`src/cpad_map.svh`:
```
`ifndef CPAD_MAP_SVH
`define CPAD_MAP_SVH
`define CPAD_PORT_STRAP0 16'h002E
`define CPAD_PORT_STRAP1 16'h004E
`define CPAD_KEY_ENTER 8'h55
`define CPAD_KEY_EXIT 8'hAA
`define CPAD_DATA_OFS 16'h0001
`define CPAD_IDX_LDN 8'h07
`define CPAD_IDX_ADDR_LOW 8'h26
`define CPAD_IDX_ADDR_HIGH 8'h27
`define CPAD_RST_BYTE 8'h00
`define CPAD_POR_WAIT 3'h7
`endif

```
`src/cpad_pkg.sv`:
```
package cpad_pkg;
   typedef enum logic [0:0] {
      CPAD_ST_RUN = 1'b0,
      CPAD_ST_CFG = 1'b1
   } cpad_state_t;
endpackage : cpad_pkg

```
`src/cpad_sync_if.sv`:
```
`timescale 1ns/1ps
interface cpad_sync_if;
   logic strap;
   logic bus_rst_n;
   modport src (output strap, output bus_rst_n);
   modport dst (input strap, input bus_rst_n);
endinterface : cpad_sync_if

```
`src/cpad_pin_sync.sv`:
```
`timescale 1ns/1ps
module cpad_pin_sync (
   input wire logic core_clk_i,
   input wire logic rst_i,
   input wire logic strap_pin_i,
   input wire logic bus_rst_n_pin_i,
   cpad_sync_if.src out
);
   logic [1:0] strap_r;
   logic [1:0] brst_r;
   // ----------------------------------------
   // Two-stage pin synchronisers
   // ----------------------------------------
   always_ff @(posedge core_clk_i or posedge rst_i) begin
      if (rst_i) begin
         strap_r <= 2'h0;
         // Idle high, so reset release shows no false bus reset
         brst_r <= 2'h3;
      end else begin
         strap_r <= {strap_r[0], strap_pin_i};
         brst_r <= {brst_r[0], bus_rst_n_pin_i};
      end
   end
   assign out.strap = strap_r[1];
   assign out.bus_rst_n = brst_r[1];
endmodule : cpad_pin_sync

```
`src/cpad_decoder.sv`:
```
`timescale 1ns/1ps
`include "cpad_map.svh"
module cpad_decoder
   import cpad_pkg::*;
(
   input wire logic core_clk_i,
   input wire logic rst_i,
   input wire logic sysopt_strap_i,
   input wire logic host_bus_reset_n_i,
   input wire logic io_wr_i,
   input wire logic io_rd_i,
   input wire logic [15:0] io_addr_i,
   input wire logic [7:0] io_wdata_i,
   input wire logic [7:0] reg_rdata_i,
   output logic [7:0] io_rdata_o,
   output logic io_hit_o,
   output logic cfg_mode_o,
   output logic [15:0] cfg_port_o,
   output logic [7:0] ldn_o,
   output logic [7:0] reg_index_o,
   output logic reg_wr_o,
   output logic reg_rd_o,
   output logic [7:0] reg_wdata_o,
   output logic dev_rst_o
);
   cpad_sync_if sync ();
   cpad_state_t state_r;
   logic brst_d_r;
   logic [7:0] addr_low_r;
   logic [7:0] addr_high_r;
   logic [7:0] ldn_r;
   logic [7:0] index_r;
   logic [15:0] base;
   logic port_hit;
   logic data_hit;
   logic bus_rst_fall;
   logic soft_rst;
   logic [2:0] por_wait_r;
   logic por_load;
   logic [15:0] strap_addr;
   localparam logic [15:0] POR_BASE = `CPAD_PORT_STRAP0;

   cpad_pin_sync u_sync (
      .core_clk_i(core_clk_i),
      .rst_i(rst_i),
      .strap_pin_i(sysopt_strap_i),
      .bus_rst_n_pin_i(host_bus_reset_n_i),
      .out(sync.src)
   );

   function automatic logic [15:0] strap_base(input logic s);
      strap_base = s ? `CPAD_PORT_STRAP1 : `CPAD_PORT_STRAP0;
   endfunction : strap_base

   // ----------------------------------------
   // Decode
   // ----------------------------------------
   assign base = {addr_high_r, addr_low_r};
   assign port_hit = (io_addr_i == base);
   assign data_hit = (io_addr_i == base + `CPAD_DATA_OFS);
   assign bus_rst_fall = brst_d_r & ~sync.bus_rst_n;
   // Held bus reset keeps everything in reset, not only the edge
   assign soft_rst = ~sync.bus_rst_n;
   assign strap_addr = strap_base(sync.strap);
   assign por_load = por_wait_r[2];

   // ----------------------------------------
   // Power-on strap load
   // ----------------------------------------
   // Synced strap is valid only two edges after reset, so keep loading until then
   // Strap pin is shared with a GPIO line; it is only looked at during the power-on load and while bus reset is low
   always_ff @(posedge core_clk_i or posedge rst_i) begin
      if (rst_i) begin
         por_wait_r <= `CPAD_POR_WAIT;
      end else begin
         por_wait_r <= {por_wait_r[1:0], 1'b0};
      end
   end

   always_ff @(posedge core_clk_i or posedge rst_i) begin
      if (rst_i) begin
         brst_d_r <= 1'b1;
      end else begin
         brst_d_r <= sync.bus_rst_n;
      end
   end

   // ----------------------------------------
   // Run / Configuration state
   // ----------------------------------------
   always_ff @(posedge core_clk_i or posedge rst_i) begin
      if (rst_i) begin
         state_r <= CPAD_ST_RUN;
      end else if (soft_rst) begin
         state_r <= CPAD_ST_RUN;
      end else if (io_wr_i && port_hit) begin
         case (state_r)
            CPAD_ST_RUN: begin
               if (io_wdata_i == `CPAD_KEY_ENTER) begin
                  state_r <= CPAD_ST_CFG;
               end
            end
            CPAD_ST_CFG: begin
               if (io_wdata_i == `CPAD_KEY_EXIT) begin
                  state_r <= CPAD_ST_RUN;
               end
            end
            default: begin
               state_r <= CPAD_ST_RUN;
            end
         endcase
      end
   end

   // ----------------------------------------
   // Port base address registers
   // ----------------------------------------
   always_ff @(posedge core_clk_i or posedge rst_i) begin
      if (rst_i) begin
         addr_low_r <= POR_BASE[7:0];
         addr_high_r <= POR_BASE[15:8];
      end else if (bus_rst_fall || soft_rst || por_load) begin
         addr_low_r <= strap_addr[7:0];
         addr_high_r <= strap_addr[15:8];
      end else if (io_wr_i && data_hit && state_r == CPAD_ST_CFG) begin
         if (index_r == `CPAD_IDX_ADDR_LOW) begin
            addr_low_r <= io_wdata_i;
         end
         if (index_r == `CPAD_IDX_ADDR_HIGH) begin
            addr_high_r <= io_wdata_i;
         end
      end
   end

   // ----------------------------------------
   // Index and logical device number
   // ----------------------------------------
   always_ff @(posedge core_clk_i or posedge rst_i) begin
      if (rst_i) begin
         index_r <= `CPAD_RST_BYTE;
         ldn_r <= `CPAD_RST_BYTE;
      end else if (soft_rst) begin
         index_r <= `CPAD_RST_BYTE;
         ldn_r <= `CPAD_RST_BYTE;
      end else if (io_wr_i && state_r == CPAD_ST_CFG) begin
         // Index port write
         // Exit key never lands in the index
         if (port_hit && io_wdata_i != `CPAD_KEY_EXIT) begin
            index_r <= io_wdata_i;
         end
         if (data_hit && index_r == `CPAD_IDX_LDN) begin
            ldn_r <= io_wdata_i;
         end
      end
   end

   // ----------------------------------------
   // Host side outputs
   // ----------------------------------------
   always_ff @(posedge core_clk_i or posedge rst_i) begin
      if (rst_i) begin
         io_rdata_o <= `CPAD_RST_BYTE;
         io_hit_o <= 1'b0;
         reg_wr_o <= 1'b0;
         reg_rd_o <= 1'b0;
         reg_wdata_o <= `CPAD_RST_BYTE;
      end else begin
         io_hit_o <= (state_r == CPAD_ST_CFG) && (io_wr_i || io_rd_i) && (port_hit || data_hit);
         reg_wr_o <= (state_r == CPAD_ST_CFG) && io_wr_i && data_hit && !soft_rst;
         reg_rd_o <= (state_r == CPAD_ST_CFG) && io_rd_i && data_hit && !soft_rst;
         reg_wdata_o <= io_wdata_i;
         if (state_r == CPAD_ST_CFG && io_rd_i && port_hit) begin
            io_rdata_o <= index_r;
         end else if (state_r == CPAD_ST_CFG && io_rd_i && data_hit) begin
            case (index_r)
               `CPAD_IDX_LDN: io_rdata_o <= ldn_r;
               `CPAD_IDX_ADDR_LOW: io_rdata_o <= addr_low_r;
               `CPAD_IDX_ADDR_HIGH: io_rdata_o <= addr_high_r;
               default: io_rdata_o <= reg_rdata_i;
            endcase
         end else begin
            io_rdata_o <= `CPAD_RST_BYTE;
         end
      end
   end

   // ----------------------------------------
   // Status outputs
   // ----------------------------------------
   always_ff @(posedge core_clk_i or posedge rst_i) begin
      if (rst_i) begin
         cfg_mode_o <= 1'b0;
         cfg_port_o <= `CPAD_PORT_STRAP0;
         ldn_o <= `CPAD_RST_BYTE;
         reg_index_o <= `CPAD_RST_BYTE;
         dev_rst_o <= 1'b1;
      end else begin
         cfg_mode_o <= (state_r == CPAD_ST_CFG);
         cfg_port_o <= base;
         ldn_o <= ldn_r;
         reg_index_o <= index_r;
         dev_rst_o <= soft_rst;
      end
   end
endmodule : cpad_decoder

```
`config.mk`:
```
export PLATFORM = sky130hd
export DESIGN_NAME = cpad_decoder
export DESIGN_NICKNAME = d
export VERILOG_FILES = /design/src/cpad_pkg.sv /design/src/cpad_sync_if.sv /design/src/cpad_pin_sync.sv /design/src/cpad_decoder.sv
export VERILOG_INCLUDE_DIRS = /design/src /design/src/src
export SDC_FILE = /design/constraint.sdc
export NUM_CORES = 1
export LEC_CHECK = 0
export ABC_AREA = 0
export BUFFER_PORTS_ARGS = -buffer_cell sky130_fd_sc_hd__buf_4
export CAP_MARGIN = 20
export CORE_AREA = 4 4 124 126
export CTS_CLUSTER_SIZE = 16
export DETAILED_ROUTE_END_ITERATION = 16
export DIE_AREA = 0 0 128 130
export PLACE_DENSITY = 0.59
export REMOVE_ABC_BUFFERS = 1
export SYNTH_ARGS = -nofsm -noshare
export SYNTH_HDL_FRONTEND = slang
export SYNTH_HIERARCHICAL = 1
export SYNTH_SLANG_ARGS = --single-unit
```
`constraint.sdc`:
```
create_clock -name core_clk_i -period 5 [get_ports core_clk_i]
set_input_delay 0.25 -clock core_clk_i [delete_from_list [all_inputs] [get_ports core_clk_i]]
set_output_delay 0.25 -clock core_clk_i [all_outputs]
set_load 0.1 [all_outputs]
```
==> out/summary.txt, run 1 <==
PwrDens: 307 mW/mm²
Diodes inserted: 0
Core Footprint: 0.0143 mm²
Arr. time, crit path: 3.50 ns
DPL Wire Length: 8610 µm
CP delay by family, top: simple AND/OR/NAND/NOR gates
Critical path endpoint category: flip-flop
Max-cap violations: 0
Most common cell after layout, fill and taps aside: buf_4
Post-CTS resize count: 0
Post-synth ARST share: 100%
PortBufs: 90
Max Slew Vio Count: 0
Slew @ Worst Pin: 0.687 ns
Top cell type by total area after synthesis: dfrtp_1
Starting density of the core: 29.4%
Leak pwr: 2.43 nW
Max incr delay on CP: 0.63 ns
Crit path buffers/inverters: 0
Setup Skew: 0.00601 ns
Synthesized flop and latch total: 93
Die X: 128 µm
Drt pass-1 iters: 4
Placer Congestion: 0.875
HP Class: input port to flip-flop
TNS Setup: 0 ns
Final period util: 64.6%
End of the worst hold path: reg_wdata_o[0]
Drt initial violations: 283
TritonCTS Buffers: 9
Reg-to-reg endpoint: ldn_r[2]
Post-Route WL: 12100 µm
Core Util, Final: 37.9%
Slowest cell on crit path: dfstp_2
Fin worst setup slack: 1.77 ns
Setup Buffers After CTS: 0
Area share of the largest cell type after synthesis: 47.0%
Max Fclk: 309 MHz
Top cells by area, synth: dfrtp_1 47%, dfstp_2 8.7%, mux2i_1 7.4%
Worst IR drop on VDD: 0.131 mV
Synth cell types: 56
Routed length per instance: 18.7 µm
Pre-CTS setup slack: 1.79 ns
CTS tree: built
Most frequent cells in the layout: 92 x buf_4, 79 x dfrtp_1, 57 x nand2_1
Worst R2R Start: addr_low_r[3]
Post-synth EDFFs: 0
Drt drc: 0
CTS Hold Bufs: 2
Final setup viols: 0
CP max FO: 11
Final ANT Viol Nets: 0
Synthesis-to-layout area growth: 28.9%
CTS Buffer Depth: 2
Htree depth: 3
Antenna violations before repair: 0
Placed Area: 0.00504 mm²
Hold Crit Start: io_wdata_i[0]
Register area share after synthesis: 55.7%
Post-Syn Instances: 372
GR Overflow Total: 0
Req. time, crit path: 5.27 ns
Clk sinks: 93
Worst-Skew Late Latency: 0.35 ns
Final Critical Period: 3.23 ns
Largest net degree at the start of global routing: 58
Via density: 5.00
Die area: 0.0166 mm²
Layout Nets: 499
# IOs: 91
WS Path Type: flip-flop to flip-flop
CP cell instances: nand4_1 > nor3_1 > mux2_2 > o21ai_1 > nand4_4 > nor4_4 > mux2i_1
Worst Reg-to-Reg Cells: 7
Slew margin rel.: 53.9%
Global-route wire length before repair: 19000 µm
Die Y: 130 µm
Total number of vias: 3244
Most common flop cell mapped by yosys: dfrtp_1
RSZ-0062 raised after global routing: false
FF-to-FF setup slack: 1.77 ns
Clk slew on worst S/H paths: 0.06 ns
Layout cells sized above 1: 30.5%
Vias in the first global route: 3368
All-layer global routing usage: 15.2%
Hold Violations, Final: 0
Row cnt: 44
Outcome: complete, no violations
Syn Area/Cell: 11.3 µm²
Final Cell Area: 0.00542 mm²
Synth Warn #: 6
Syn Std Cell Area: 0.00421 mm²
Crit start category: flip-flop
Min-Delay Path Depth: 1
Root buffer cell: clkbuf_16
metrics by stage:
| step | power, W | std cells | hold slack, ns |
|---|---|---|---|
| 4_1_cts | 0.00169 | 647 | 0.000117 |
| 6_report | 0.00167 | 649 | 0.0935 |
| 3_3_place_gp | 0.000930 | 629 | 0.153 |
| 3_5_place_dp | 0.000933 | 629 | 0.159 |
| 5_1_grt | 0.00174 | 649 | 0.0797 |
| 2_1_floorplan | 0.000868 | 353 | 0.0146 |
sequential cells by signal, summed over array words and instances (netlist names), 8 cells and up:
register	flops
ldn_o	8
addr_high_r	8
ldn_r	8
io_rdata_o	8
index_r	8
cfg_port_o	16
addr_low_r	8
reg_wdata_o	8
reg_index_o	8
synthesized netlist by cell type, drive strengths merged (2+ instances only):
| cell type | count |
|---|---|
| o21ai | 15 |
| nor2 | 23 |
| a2111oi | 3 |
| nand3 | 12 |
| mux2i | 31 |
| and3 | 3 |
| clkbuf | 9 |
| nor4 | 6 |
| nand3b | 2 |
| mux2 | 8 |
| xnor2 | 13 |
| and4 | 3 |
| nand4 | 8 |
| nor3b | 2 |
| nand2 | 57 |
| nor2b | 2 |
| xor2 | 9 |
| a22o | 7 |
| or3 | 2 |
| dfstp | 14 |
| nand2b | 2 |
| nor3 | 7 |
| buf | 10 |
| a22oi | 8 |
| nor4bb | 4 |
| dfrtp | 79 |
| inv | 5 |
| a311oi | 2 |
| o211ai | 5 |
| a21oi | 6 |
layer usage:
metal	part of all wire (%)	up-vias	track usage, %
li1	-	1509	-
met1	42	1609	19.5
met2	49	102	24.4
met3	6.7	24	4.26
met4	2.6	0	5.99
met5	0	-	0
layout make-up:
class                   count  area [µm²]
clock buffers              10         239
clock inverters             6        91.3
fillers                  1407        8890
inverters                   5        20.0
multi-input cells         255        1750
flip-flops and latches     93        2340
well taps                 184         230
repair buffers             96         748
worst max-delay path by stage:
stage               end  slack (ns)     startpoint  cells after the start
3_3_place_gp   ldn_r[6]        1.89  addr_low_r[2]                      7
2_1_floorplan  ldn_r[0]        2.27  addr_low_r[2]                      7
6_report       ldn_r[2]        1.77  addr_low_r[3]                      7
4_1_cts        ldn_r[2]        1.77  addr_low_r[2]                      7
5_1_grt        ldn_r[2]        1.51  addr_low_r[2]                      7
3_5_place_dp   ldn_r[2]        1.79  addr_low_r[2]                      7
power by group:
part | switching (W) | total [W] | internal [W] | leakage [nW]
registers | 0.00000875 | 0.000774 | 0.000765 | 1.22
clock network | 0.000292 | 0.000747 | 0.000455 | 0.163
logic | 0.0000999 | 0.000147 | 0.0000474 | 1.04
total | 0.000400 | 0.00167 | 0.00127 | 2.43
cells by family (layout without fill, tap and decap cells):
logic type / after synthesis / in the layout / synth area share (%)
multiplexers: 39 / 39 / 9.52
buffers and inverters: 24 / 117 / 2.65
AO/OA/AOI/OAI: 55 / 55 / 10.0
other: 1 / 1 / 0.0891
adder cells (fa/ha/maj): 1 / 1 / 0.297
flip-flops: 93 / 93 / 55.7
XOR/XNOR: 22 / 22 / 4.58
AND/OR/NAND/NOR: 137 / 137 / 17.1
Note: power is estimated with default switching activity, not from simulation.
==> run 2, diff against run 1 <==
==> constraint.sdc (replaced) <==
create_clock -name core_clk_i -period 3.4 [get_ports core_clk_i]
set_input_delay 0.17 -clock core_clk_i [delete_from_list [all_inputs] [get_ports core_clk_i]]
set_output_delay 0.17 -clock core_clk_i [all_outputs]
set_load 0.1 [all_outputs]
==> run 2 against run 1 <==
Net effect: combinational power increased by 52%; critical path depth up 1; fmax increased by 5.1%; register-to-register slack worse by 1.4 ns; die area is the same; flip-flop and latch count unchanged; worst setup slack worse by 1.4 ns; global-route usage fell by 0.24 points; final cell count rose by 2.0%; first-iteration DRC count down 23%; core utilization is 0.30 points higher; critical endpoint is now addr_low_r[7]; highest routed layer unchanged.
==> out/summary.txt, run 2 (same netlist as run 1, synthesis figures left out) <==
Outcome: complete, no violations
Antenna violations before repair: 0
Multi-input logic area: 0.00175 mm²
Diodes inserted: 0
RSZ-0062 raised after global routing: false
Crit start category: flip-flop
Final setup viols: 0
Biggest register: cfg_port_o
Register area: 0.00234 mm²
Vias in the first global route: 3275
Layout Nets: 512
Hold Crit Start: io_wdata_i[6]
Max-cap violations: 0
Drt initial violations: 219
Setup Skew: 0.00655 ns
Starting density of the core: 29.4%
Most frequent cells in the layout: 103 x buf_4, 79 x dfrtp_1, 57 x nand2_1
Die area: 0.0166 mm²
Placer Congestion: 0.885
Crit path from: addr_low_r[1]
FILL cells: 1399
All-layer global routing usage: 14.9%
Htree depth: 3
Synthesis-to-layout area growth: 30.0%
Req. time, crit path: 3.63 ns
Final ANT Viol Nets: 0
Arr. time, crit path: 3.30 ns
Die Y: 130 µm
Worst-Skew Late Latency: 0.35 ns
Post-Route WL: 12100 µm
Number of flip-flops under the largest register name: 16
CTS tree: built
Worst IR drop on VDD: 0.250 mV
DPL Wire Length: 8720 µm
Slew @ Worst Pin: 0.926 ns
Largest net degree at the start of global routing: 54
Max Slew Vio Count: 0
Final period util: 90.5%
PwrDens: 425 mW/mm²
CTS Buffer Depth: 2
Leak pwr: 2.46 nW
WS Path Type: flip-flop to flip-flop
Row cnt: 44
Drt drc: 0
PortBufs: 90
Critical path endpoint category: flip-flop
Via density: 4.95
Total number of vias: 3276
CP max FO: 10
# IOs: 91
Routed length per instance: 18.3 µm
Slew margin rel.: 38.2%
Layout cells sized above 1: 31.6%
Global-route wire length before repair: 18600 µm
Clk sinks: 93
Hold Violations, Final: 0
Root buffer cell: clkbuf_16
Die X: 128 µm
WHS: 0.0105 ns
Worst R2R Start: addr_low_r[1]
GR Overflow Total: 0
TritonCTS Buffers: 9
TNS Setup: 0 ns
Most common cell after layout, fill and taps aside: buf_4
HP Class: input port to flip-flop
Clk slew on worst S/H paths: 0.06 ns
Max Fclk: 325 MHz
Final Critical Period: 3.08 ns
Core Footprint: 0.0143 mm²
Drt pass-1 iters: 4
run 2: cell types whose count changed in the layout (fill, tap and decap cells not counted):
| cell | before | now |
|---|---|---|
| a2111oi_0 | 2 | 1 |
| a2111oi_1 | 0 | 1 |
| buf_16 | 1 | 0 |
| buf_4 | 92 | 103 |
| bufinv_16 | 2 | 0 |
| clkbuf_1 | 0 | 1 |
| clkbuf_8 | 1 | 2 |
| clkinv_4 | 1 | 0 |
| clkinvlp_4 | 0 | 1 |
| dlygate4sd3_1 | 3 | 6 |
run 2: routing by layer:
layer / up-vias / wire length (µm) / global-route usage (%)
met3: 22 / 765 / 3.89
li1: 1532 / - / -
met5: - / 0 / 0
met2: 109 / 5730 / 23.1
met1: 1613 / 5230 / 19.1
met4: 0 / 383 / 8.11
run 2: timing repair:
item,CTS,global route
setup buffers,0,3
hold endpoints to repair,9,0
gates resized for setup,0,1
setup endpoints to repair,0,8
hold buffers,6,0
run 2: report_power, final:
part	switching, W	total (W)	internal (W)
clock network	0.000428	0.000968	0.000540
logic	0.000151	0.000223	0.0000719
registers	0.00000862	0.00113	0.00112
run 2: final timing paths:
path / end / slack (ns) / cells after the start
setup / recovery: addr_low_r[7] / 0.32 / 8
hold / removal: reg_wdata_o[6] / 0.01 / 1
setup reg to reg: addr_low_r[7] / 0.32 / 8
hold reg to reg: u_sync/strap_r[1] / 0.35 / 0
max in group asynchronous: dev_rst_o / 2.01 / 4
min in group asynchronous: u_sync/strap_r[0] / 0.27 / 3
run 2: worst max-delay path, stage by stage, from the launching register on:
cell and delay (ns):
dfstp_2 0.64, ha_1 0.37, nand2_1 0.12, nor3_1 0.28, mux2_2 0.37, o21ai_1 0.29
and4_1 0.59, mux2i_1 0.24, nor2_1 0.06
run 2: final cells by class:
cell class              instances  share of cell area [%]
clock buffers                  12                    4.69
clock inverters                 4                   0.549
inverters                       5                   0.366
multi-input cells             255                    32.0
flip-flops and latches         93                    42.9
well taps                     184                    4.21
repair buffers                109                    15.2
run 2: stage by stage:
stage | std cells | worst slack [ns] | util, % | total power [W] | area, µm²
after floorplan | 353 | 0.668 | - | 0.00128 | 4110
after global placement | 637 | 0.321 | 35.6 | 0.00137 | 5100
after detailed placement | 637 | 0.282 | 35.6 | 0.00137 | 5100
after CTS | 659 | 0.237 | 38.0 | 0.00235 | 5440
after global routing | 662 | 0.0770 | 38.2 | 0.00241 | 5470
final | 662 | 0.325 | 38.2 | 0.00232 | 5470
==> run 3, diff against run 2 <==
--- a/config.mk
+++ b/config.mk
@@ -9,10 +9,11 @@
 export ABC_AREA = 0
 export BUFFER_PORTS_ARGS = -buffer_cell sky130_fd_sc_hd__buf_4
 export CAP_MARGIN = 20
-export CORE_AREA = 4 4 124 126
+export CORE_AREA = 8 8 128 130
 export CTS_CLUSTER_SIZE = 16
 export DETAILED_ROUTE_END_ITERATION = 16
-export DIE_AREA = 0 0 128 130
+export DIE_AREA = 0 0 136 138
+export MAX_ROUTING_LAYER = met4
 export PLACE_DENSITY = 0.59
 export REMOVE_ABC_BUFFERS = 1
 export SYNTH_ARGS = -nofsm -noshare
==> run 3 against run 2 <==
Net effect: worst setup slack better by 0.077 ns; clock skew is 0.0059 ns higher; fmax is 2.6% higher; combinational power is 2% lower; non-clock buffer count is 6 lower; global-route usage is 0.96 points lower; clock-buffer cell count is 2 lower; highest routed layer unchanged; final area is 0.50% lower; wire length is 4.0% higher; sequential share of layout area is 0.22 points higher.
==> out/summary.txt, run 3 (same netlist as run 1, synthesis figures left out) <==
Worst IR drop on VDD: 0.276 mV
Largest net degree at the start of global routing: 54
# IOs: 91
Via density: 4.90
Most frequent cells in the layout: 98 x buf_4, 79 x dfrtp_1, 57 x nand2_1
Outcome: complete, no violations
Drt pass-1 iters: 4
Layout Nets: 506
P_sw: 0.000588 W
Row cnt: 44
Post-Route WL: 12600 µm
Sequential share of power: 48.1%
Crit path buffers/inverters: 0
Slowest cell on crit path: dfstp_2
CTS Buffer Depth: 2
Min-Delay Path Depth: 1
Sw Share: 24.9%
Post-CTS resize count: 0
End of the worst hold path: reg_wdata_o[0]
CP delay by family, top: simple AND/OR/NAND/NOR gates
TritonCTS Buffers: 9
Final ANT Viol Nets: 0
Worst Reg-to-Reg Cells: 8
Critical path endpoint category: flip-flop
Root buffer cell: clkbuf_16
Part of the power in combinational logic: 9.3%
Antenna violations before repair: 0
WHS: 0.0189 ns
Placed Area: 0.00510 mm²
Max Slew Vio Count: 0
All-layer global routing usage: 14.0%
Die area: 0.0188 mm²
Slew @ Worst Pin: 0.944 ns
CP max FO: 8
Final total power: 0.00236 W
Worst R2R Start: addr_low_r[1]
Most common cell after layout, fill and taps aside: buf_4
PortBufs: 90
Crit start category: flip-flop
Final period util: 88.2%
Clk sinks: 93
Arr. time, crit path: 3.26 ns
HP Class: input port to flip-flop
Vias in the first global route: 3331
Worst-Skew Late Latency: 0.34 ns
Setup Buffers After CTS: 0
Die Y: 138 µm
DPL Wire Length: 9170 µm
CP cell instances: ha_1 > nand2_1 > nor3_1 > mux2_2 > o21ai_1 > nand4_4 > nor3_4 > mux2i_1
Diodes inserted: 0
Internal Power: 0.00177 W
Drt drc: 0
CTS Hold Bufs: 4
Clk slew on worst S/H paths: 0.07 ns
Max Fclk: 334 MHz
Starting density of the core: 29.4%
Clock power share: 42.6%
Hold Violations, Final: 0
Max incr delay on CP: 0.61 ns
Total number of vias: 3214
Layout cells sized above 1: 31.1%
Number of flip-flops under the largest register name: 16
Slew margin rel.: 37.0%
Die X: 136 µm
Leak pwr: 2.44 nW
Setup Skew: 0.0124 ns
Global-route wire length before repair: 19700 µm
Core Util, Final: 38.0%
Hold Crit Start: io_wdata_i[0]
Htree depth: 3
Routed length per instance: 19.2 µm
Max-cap violations: 0
Req. time, crit path: 3.66 ns
Synthesis-to-layout area growth: 29.3%
WS Path Type: flip-flop to flip-flop
Placer Congestion: 0.870
Crit path from: addr_low_r[1]
Drt initial violations: 191
Reg-to-reg endpoint: addr_high_r[6]
Final Cell Area: 0.00544 mm²
PwrDens: 434 mW/mm²
TNS Setup: 0 ns
Core Footprint: 0.0143 mm²
Biggest register: cfg_port_o
Final Critical Period: 3.00 ns
CTS tree: built
Final setup viols: 0
FF-to-FF setup slack: 0.40 ns
RSZ-0062 raised after global routing: false
GR Overflow Total: 0
run 3: per-layer routing:
metal,track usage (%),vias to the layer above,wire length [µm]
li1,-,1518,-
met1,17.5,1592,5640
met2,21.7,90,6100
met3,2.83,14,647
met4,5.21,0,204
met5,-,-,0
run 3: layout make-up:
class,count,area [µm²]
Inverter,5,20.0
Fill cell,1423,8870
Sequential cell,93,2340
Tap cell,184,230
Multi-Input combinational cell,255,1750
Clock buffer,10,229
Clock inverter,6,68.8
Timing Repair Buffer,103,796
run 3: metrics by stage:
stage                     setup WS (ns)  instances
after global placement            0.465        636
after global routing              0.138        656
after floorplan                   0.668        353
after CTS                         0.412        656
after detailed placement          0.429        636
final                             0.402        656
run 3: worst reg2reg max path, stage by stage, from the launching register on:
cell and delay, ns:
dfstp_2 0.61, ha_1 0.33, nand2_1 0.11, nor3_1 0.28
mux2_2 0.37, o21ai_1 0.30, nand4_4 0.17, nor3_4 0.49
mux2i_1 0.26
run 3: how the worst max path moves through the flow:
| stage | end | depth (start not counted) |
|---|---|---|
| floorplan | ldn_r[0] | 7 |
| CTS | addr_low_r[7] | 8 |
| global route | addr_low_r[0] | 8 |
| global placement | addr_low_r[7] | 8 |
| finish | addr_high_r[6] | 8 |
| detailed placement | addr_low_r[4] | 8 |
run 3: power groups by stage:
stage | logic, W | clock network, W | registers, W
6_report | 0.000219 | 0.00100 | 0.00113
5_1_grt | 0.000236 | 0.00106 | 0.00114
4_1_cts | 0.000223 | 0.00103 | 0.00113
3_5_place_dp | 0.000219 | 0 | 0.00115
3_3_place_gp | 0.000217 | 0 | 0.00115
2_1_floorplan | 0.0000674 | 0 | 0.00121
